File: src/logic/ros_pkg.sv
package ros_pkg;

	// Device variants select which selector fields exist.
	typedef enum logic [1:0] {
		ROS_VAR_FULL,
		ROS_VAR_SMALL_GP,
		ROS_VAR_SMALL_MC
	} ros_variant_t;

	localparam int NUM_REGS   = 8;
	localparam int NUM_PINS   = 16;
	localparam int CODE_W     = 5;
	localparam int NUM_FUNCS  = 32;

	// Printed offsets, which are not all multiples of four, are kept as word indices (haddr >> 2).
	localparam logic [11:0] OUT_ROUTE_PINS_0_1   = 12'h6c0;
	localparam logic [11:0] OUT_ROUTE_PINS_2_3   = 12'h6c2;
	localparam logic [11:0] OUT_ROUTE_PINS_4_5   = 12'h6c4;
	localparam logic [11:0] OUT_ROUTE_PINS_6_7   = 12'h6c6;
	localparam logic [11:0] OUT_ROUTE_PINS_8_9   = 12'h6c8;
	localparam logic [11:0] OUT_ROUTE_PINS_10_11 = 12'h6ca;
	localparam logic [11:0] OUT_ROUTE_PINS_12_13 = 12'h6cc;
	localparam logic [11:0] OUT_ROUTE_PINS_14_15 = 12'h6ce;
	localparam logic [11:0] REG_STRIDE           = 12'h002;

	localparam int EVEN_LSB = 0;
	localparam int ODD_LSB  = 8;
	localparam logic [15:0] REG_RESET = 16'h0000;
	localparam logic [4:0]  CODE_PORT = 5'h00;

	// Highest function code that names a peripheral; codes above it act as port control.
	localparam logic [4:0]  CODE_MAX_ASSIGNED = 5'h1f;

	// Per-register field presence for each variant: bit 2n marks register n's even field, bit 2n+1 its odd field.
	localparam logic [15:0] FIELDS_FULL     = 16'hffff;
	localparam logic [15:0] FIELDS_SMALL_GP = 16'hc393;
	localparam logic [15:0] FIELDS_SMALL_MC = 16'hf393;

	typedef struct packed {
		logic [31:0] haddr;
		logic [1:0]  htrans;
		logic        hwrite;
		logic [2:0]  hsize;
		logic        hsel;
		logic        hready;
	} ros_ahb_req_t;

	typedef struct packed {
		logic [31:0] hrdata;
		logic        hreadyout;
		logic        hresp;
	} ros_ahb_rsp_t;

endpackage : ros_pkg

File: src/logic/ros_out_select.sv
`timescale 1ns/1ns
module ros_out_select
	import ros_pkg::*;
#(
	parameter ros_pkg::ros_variant_t VARIANT = ros_pkg::ROS_VAR_FULL
)(
	input  wire logic                         clk,
	input  wire logic                         sys_rst,
	input  wire logic                         clkEn,
	input  wire ros_pkg::ros_ahb_req_t        ahbReq,
	input  wire logic [31:0]                  hwdata,
	output ros_pkg::ros_ahb_rsp_t             ahbRsp,
	input  wire logic [ros_pkg::NUM_FUNCS-1:0] periphOut,
	input  wire logic [ros_pkg::NUM_PINS-1:0]  portOut,
	output logic      [ros_pkg::NUM_PINS-1:0]  pinOut,
	output logic      [ros_pkg::NUM_PINS-1:0]  pinRouted
);
	import ros_pkg::*;

	localparam logic [15:0] FIELD_MAP = (VARIANT == ROS_VAR_FULL)     ? FIELDS_FULL :
	                                    (VARIANT == ROS_VAR_SMALL_GP) ? FIELDS_SMALL_GP : FIELDS_SMALL_MC;

	// Writable mask of a register from the variant's field map.
	function automatic logic [15:0] regMask(input int idx);
		regMask = {3'h0, {5{FIELD_MAP[2*idx+1]}}, 3'h0, {5{FIELD_MAP[2*idx]}}};
	endfunction : regMask

	logic [15:0] route [NUM_REGS];
	logic        wrPend;
	logic [2:0]  wrIdx;
	logic        wrHit;
	logic [31:0] rdData;

	wire logic [31:0] wordAddr  = ahbReq.haddr >> 2;
	wire logic [11:0] baseIdx   = OUT_ROUTE_PINS_0_1;
	wire logic [11:0] lastIdx   = OUT_ROUTE_PINS_14_15;
	wire logic        inRange   = (wordAddr[31:12] == 20'h00000) && (wordAddr[11:0] >= baseIdx) &&
	                              (wordAddr[11:0] <= lastIdx) && (wordAddr[0] == 1'b0);
	wire logic [11:0] offIdx    = wordAddr[11:0] - baseIdx;
	wire logic [2:0]  regIdx    = offIdx[3:1];
	wire logic        addrValid = ahbReq.hsel && ahbReq.hready && ahbReq.htrans[1];
	wire logic        mapped    = inRange && (regMask(int'(regIdx)) != 16'h0000);
	wire logic [15:0] selMask   = regMask(int'(regIdx));
	// A read taken in the data phase of a write to the same register sees the new value.
	wire logic        fwdHit    = wrPend && wrHit && (wrIdx == regIdx);
	wire logic [15:0] curWord   = fwdHit ? hwdata[15:0] : route[regIdx];

	always_ff @(posedge clk) begin
		if (sys_rst) begin
			wrPend <= 1'b0;
			wrIdx  <= 3'h0;
			wrHit  <= 1'b0;
			rdData <= 32'h00000000;
		end else if (clkEn) begin
			wrPend <= addrValid && ahbReq.hwrite;
			wrIdx  <= regIdx;
			wrHit  <= mapped;
			if (addrValid && !ahbReq.hwrite)
				rdData <= mapped ? {16'h0000, curWord & selMask} : 32'h00000000;
		end
	end

	for (genvar r = 0; r < NUM_REGS; r++) begin : g_reg
		localparam logic [15:0] MASK = regMask(r);
		wire logic wrThis = wrPend && wrHit && (wrIdx == 3'(r));
		always_ff @(posedge clk) begin
			if (sys_rst)
				route[r] <= REG_RESET;
			else if (clkEn && wrThis)
				route[r] <= hwdata[15:0] & MASK;
		end
	end

	assign ahbRsp.hrdata    = rdData;
	assign ahbRsp.hreadyout = 1'b1;
	assign ahbRsp.hresp     = 1'b0;

	logic [NUM_PINS*CODE_W-1:0] pinCode;
	for (genvar p = 0; p < NUM_PINS; p++) begin : g_code
		localparam int LSB = (p % 2 == 0) ? EVEN_LSB : ODD_LSB;
		assign pinCode[p*CODE_W +: CODE_W] = route[p/2][LSB +: CODE_W];
	end

	ros_pin_mux u_mux (
		.pinCode   (pinCode),
		.periphOut (periphOut),
		.portOut   (portOut),
		.pinOut    (pinOut),
		.pinRouted (pinRouted)
	);

	a_reset_clears: assert property (
		@(posedge clk) sys_rst |=> (route[0] == REG_RESET && route[7] == REG_RESET))
		else $error("route register not cleared by reset");
	a_reserved_zero: assert property (
		@(posedge clk) disable iff (sys_rst) (rdData[15:13] == 3'h0 && rdData[7:5] == 3'h0))
		else $error("reserved bits read nonzero");
	a_upper_zero: assert property (
		@(posedge clk) disable iff (sys_rst) rdData[31:16] == 16'h0000)
		else $error("upper half reads nonzero");
	a_write_lands: assert property (
		@(posedge clk) disable iff (sys_rst)
		(clkEn && wrPend && wrHit) |=> (route[$past(wrIdx)] == ($past(hwdata[15:0]) & regMask(int'($past(wrIdx))))))
		else $error("write did not land");
	a_odd_field: assert property (
		@(posedge clk) disable iff (sys_rst)
		(route[0][12:8] != CODE_PORT) |-> (pinRouted[1] && pinOut[1] == periphOut[route[0][12:8]]))
		else $error("odd pin does not follow its code");
	a_even_field: assert property (
		@(posedge clk) disable iff (sys_rst)
		(route[0][4:0] != CODE_PORT) |-> (pinRouted[0] && pinOut[0] == periphOut[route[0][4:0]]))
		else $error("even pin does not follow its code");
	a_absent_reg: assert property (
		@(posedge clk) disable iff (sys_rst) (VARIANT != ROS_VAR_FULL) |-> route[1] == 16'h0000)
		else $error("pins 2/3 register present in small variant");
	a_gp_subset: assert property (
		@(posedge clk) disable iff (sys_rst)
		(VARIANT != ROS_VAR_FULL) |-> (route[2][12:8] == 5'h00 && route[3][4:0] == 5'h00 && route[5] == 16'h0000 &&
		                               (VARIANT == ROS_VAR_SMALL_MC || route[6] == 16'h0000)))
		else $error("absent field holds data");
	a_port_ctrl: assert property (
		@(posedge clk) disable iff (sys_rst) (pinCode[4:0] == CODE_PORT) |-> (pinOut[0] == portOut[0]))
		else $error("code zero did not give port control");
	a_unmapped_read: assert property (
		@(posedge clk) disable iff (sys_rst)
		(clkEn && addrValid && !ahbReq.hwrite && !mapped) |=> rdData == 32'h00000000)
		else $error("unmapped read nonzero");

	c_write: cover property (@(posedge clk) clkEn && wrPend && wrHit);
	c_read: cover property (@(posedge clk) clkEn && addrValid && !ahbReq.hwrite && mapped);
	c_routed: cover property (@(posedge clk) pinRouted[15]);
	c_unmapped: cover property (@(posedge clk) addrValid && !mapped);
endmodule : ros_out_select

File: src/logic/ros_pin_mux.sv
`timescale 1ns/1ns
module ros_pin_mux
	import ros_pkg::*;
(
	input  wire logic [NUM_PINS*CODE_W-1:0] pinCode,
	input  wire logic [NUM_FUNCS-1:0]       periphOut,
	input  wire logic [NUM_PINS-1:0]        portOut,
	output logic      [NUM_PINS-1:0]        pinOut,
	output logic      [NUM_PINS-1:0]        pinRouted
);
	function automatic logic codeRoutes(input logic [4:0] code);
		codeRoutes = (code != CODE_PORT) && (code <= CODE_MAX_ASSIGNED);
	endfunction : codeRoutes

	for (genvar p = 0; p < NUM_PINS; p++) begin : g_pin
		wire logic [4:0] code = pinCode[p*CODE_W +: CODE_W];
		// Zero and unassigned codes leave the pin with its port latch.
		assign pinRouted[p] = codeRoutes(code);
		assign pinOut[p]    = pinRouted[p] ? periphOut[code] : portOut[p];
	end
endmodule : ros_pin_mux

File: config.mk
export PLATFORM = sky130hd
export DESIGN_NAME = ros_out_select
export DESIGN_NICKNAME = d
export VERILOG_FILES = /design/src/logic/ros_pkg.sv /design/src/logic/ros_out_select.sv /design/src/logic/ros_pin_mux.sv
export SDC_FILE = /design/constraint.sdc
export NUM_CORES = 1
export LEC_CHECK = 0
export BUFFER_PORTS_ARGS = -buffer_cell sky130_fd_sc_hd__buf_2
export CORE_ASPECT_RATIO = 1.75
export CORE_UTILIZATION = 60
export CTS_CLUSTER_SIZE = 8
export DETAILED_ROUTE_END_ITERATION = 10
export PLACE_DENSITY = 0.9
export SLEW_MARGIN = 20
export SYNTH_ARGS = -nofsm -noshare
export SYNTH_HDL_FRONTEND = slang
export SYNTH_SLANG_ARGS = --single-unit
File: constraint.sdc
create_clock -name clk -period 3.1 [get_ports clk]
set_input_delay 0.31 -clock clk [delete_from_list [all_inputs] [get_ports clk]]
set_output_delay 0.31 -clock clk [all_outputs]
set_load 0.03 [all_outputs]
==> out/metrics.csv <==
stage,metric,value,unit
worst_setup_path,R2R cell count,5,
pwr,worst vdd ir,270,uV
clock_network,Root Buffer,clkbuf_16,
clock_network,post-CTS sizing,0,
worst_setup_path,Worst path slowest cell,edfxtp_1,
synth,Synth area leaders,"edfxtp_1 (25%), mux4_2 (20%), mux2i_1 (14%)",
worst_setup_path,CP Launch Point,route[6][5]$_SDFFCE_PN0P_,
floorplanning,I/O pin total,189,
hold_path,Hold Crit Class,in -> reg,
synth,"Cell Area, Synth",9490,um2
synth,gate count of the mapped netlist,888,
timing,setup_tns,0,ns
detailed_routing,Vias/cell,7.35,
timing,Slew @ Worst Pin,1.02,ns
worst_setup_path,crit path kind,reg -> out,
worst_setup_path,critical path peak fanout,13,
worst_setup_path,critical path cell sequence,mux4_2 > mux2_2 > a2111oi_2 > nor3_1 > buf_2,
floorplanning,Die ar.,16400,um2
floorplanning,FP Rows,60,
global_routing,Total GRT Usage,0.371,
clock_network,Setup Buffers After CTS,0,
detailed_routing,DR pass1 iterations,5,
placement,GPL Wtd Cong,0.987,
timing,clock skew,0.00539,ns
clock_network,Clock Latency Late Sink,0.33,ns
clock_network,number of buffers created by CTS,9,
worst_setup_path,critical path arrival,2.69,ns
synth,ys flop type,edfxtp_1,
worst_setup_path,Worst Setup Start Kind,flop,
detailed_routing,starting DRC count in detailed routing,1220,
detailed_routing,Wirelength per Cell,26.5,um
clock_network,clk sinks,95,
placement,dpl cells,1140,
floorplanning,Die W,97.1,um
global_routing,number of global-route vias before repair,8340,
finish,Non-Filler Instances,1156,
finish,ant diodes,0,
job,Max Cap Viol,0,
floorplanning,Die Y-Extent,168,um
placement,buffers added on ports,136,
pwr,leakage,3.87,nW
timing,fin crit share,0.967,
clock_network,# hold bufs at CTS,0,
worst_setup_path,worst r2r src,route[0][0]$_SDFFCE_PN0P_,
timing,final setup vio count,0,
finish,"commonest non-fill, non-tap cells in the layout","mux2i_1 (136), buf_2 (136), and2_1 (86), mux4_2 (86), edfxtp_1 (80)",
finish,Area Overhead vs Synth,8.66,%
synth,Post-synth ARST share,0,
detailed_routing,DRC Markers,0,
worst_setup_path,"slowest stage delay, CP",0.77,ns
clock_network,H-tree depth,3,
worst_setup_path,Worst Path Buf+Inv,1,
worst_setup_path,Critical Path End Type,primary output,
synth,Yosys warning total,0,
synth,Synth top area share,0.253,
global_routing,antenna violations before repair,0,
synth,cell taking the most area after synthesis,edfxtp_1,
global_routing,largest net degree at the start of global routing,23,
synth,Syn Area/Cell,10.7,um2
global_routing,total grt overflow,0,
clock_network,CTS tree,yes,
floorplanning,core area,15400,um2
worst_setup_path,reg-to-reg endpoint,rdData[0]$_SDFFE_PP0P_,
timing,Max Fclk,333,MHz
finish,final net count,1088,
clock_network,Max clock buf depth,2,
worst_setup_path,"Req. time, crit path",2.79,ns
pwr,Design Power,3.49,mW
timing,Final Hold Violating Endpoints,0,
global_routing,global-route wire length before repair,45900,um
status,run status,"finished, final reports clean",
worst_setup_path,Top delay family on crit path,multiplexers,
worst_setup_path,crit path to,pinOut[13],
synth,Post-synth EDFFs,80,
finish,share of cells above drive strength 1,0.289,
placement,DP HPWL,21500,um
detailed_routing,Final Routed Wirelength,30700,um
pwr,Pwr per Cell Area,338,nW/um2
worst_setup_path,CP Depth,5,
detailed_routing,post-route ant nets,0,
timing,RSZ-0062 raised after global routing,false,
synth,sequential area share after synthesis,0.285,
finish,cell area after layout,10300,um2
synth,#FFs+latches synth,95,
timing,minimum clock period,3.00,ns
synth,Synth cell types,40,
detailed_routing,Via Count,8493,
worst_setup_path,R2R Setup Slk,1.14,ns
floorplanning,Starting Density,0.617,
placement,placed cell area,10000,um2
timing,Max Slew Vio Count,0,
timing,worst relative slew slack,0.315,
clock_network,"Reg clk slew, reported paths",0.06,ns
==> metal layers <==
layer  global-route usage  wire (um)  vias up
li1                     -          -     3558
met1                0.407       9290     3985
met2                0.622      15000      746
met3               0.0631       3740      204
met4                0.313       2640        0
met5                    0          0        -
==> logic make-up after synthesis <==
| logic type | synth area share |
|---|---|
| flip-flops | 0.285 |
| XOR/XNOR | 0.00277 |
| AND/OR/NAND/NOR | 0.147 |
| buffers and inverters | 0.0680 |
| multiplexers | 0.373 |
| AO/OA/AOI/OAI | 0.123 |
| other | 0.000791 |
==> cell type report <==
class / instances / area (um2)
fillers: 1154 / 5070
multi-input cells: 689 / 6230
clock buffers: 13 / 260
flip-flops and latches: 95 / 2700
clock inverters: 3 / 17.5
well taps: 186 / 233
inverters: 18 / 67.6
repair buffers: 152 / 801
==> worst min-delay path by stage <==
stage                           start                     end  cells past startpoint
2_1_floorplan     wrPend$_SDFFE_PP0P_     wrPend$_SDFFE_PP0P_                      2
3_3_place_gp   rdData[4]$_SDFFE_PP0P_  rdData[4]$_SDFFE_PP0P_                      2
3_5_place_dp   rdData[0]$_SDFFE_PP0P_  rdData[0]$_SDFFE_PP0P_                      2
4_1_cts                     ahbReq[5]     wrPend$_SDFFE_PP0P_                      3
5_1_grt                     ahbReq[5]     wrPend$_SDFFE_PP0P_                      3
6_report                    ahbReq[5]     wrPend$_SDFFE_PP0P_                      3
==> sequential cells by signal (all words and copies together) (netlist names) <==
name / flops
wrIdx: 3
wrPend: 1
wrHit: 1
route: 80
rdData: 10
==> synthesized netlist by cell type (all sizes together) (3+ instances only) <==
library cell and number:
mux2i 136, and2 86, mux4 86, edfxtp 80, buf 65, a22oi 48, clkbuf 43, nor2 43
a21oi 39, nand2 29, mux2 22, nand2b 22, nor2b 20, nor3 20, nor4 20, inv 18
a2111oi 16, o2bb2ai 16, dfxtp 15, o21ai 14, a311oi 8, o21bai 8, o31ai 8, a211oi 6
nand3 3, xor2 3
==> worst register-to-register path, delay by kind of cell (launching register included) <==
family	cells	cell delay [ns]
mux	2	0.80
flops	1	0.78
compound gates	2	0.19
simple gates	1	0.06
==> stage by stage <==
step	util	setup slack, ns	hold slack [ns]
after floorplan	-	0.825	0.468
final	0.670	0.101	0.258
after global routing	0.670	0.0103	0.294
after CTS	0.670	0.0884	0.258
after global placement	0.652	0.485	0.433
after detailed placement	0.652	0.447	0.442
==> power breakdown <==
group	internal [mW]	switching, mW	leakage, nW	total, mW
combinational	0.399	0.530	2.79	0.929
sequential	1.42	0.117	0.943	1.54
clock	0.585	0.435	0.136	1.02
No activity file was read; power rests on OpenSTA's default activity.
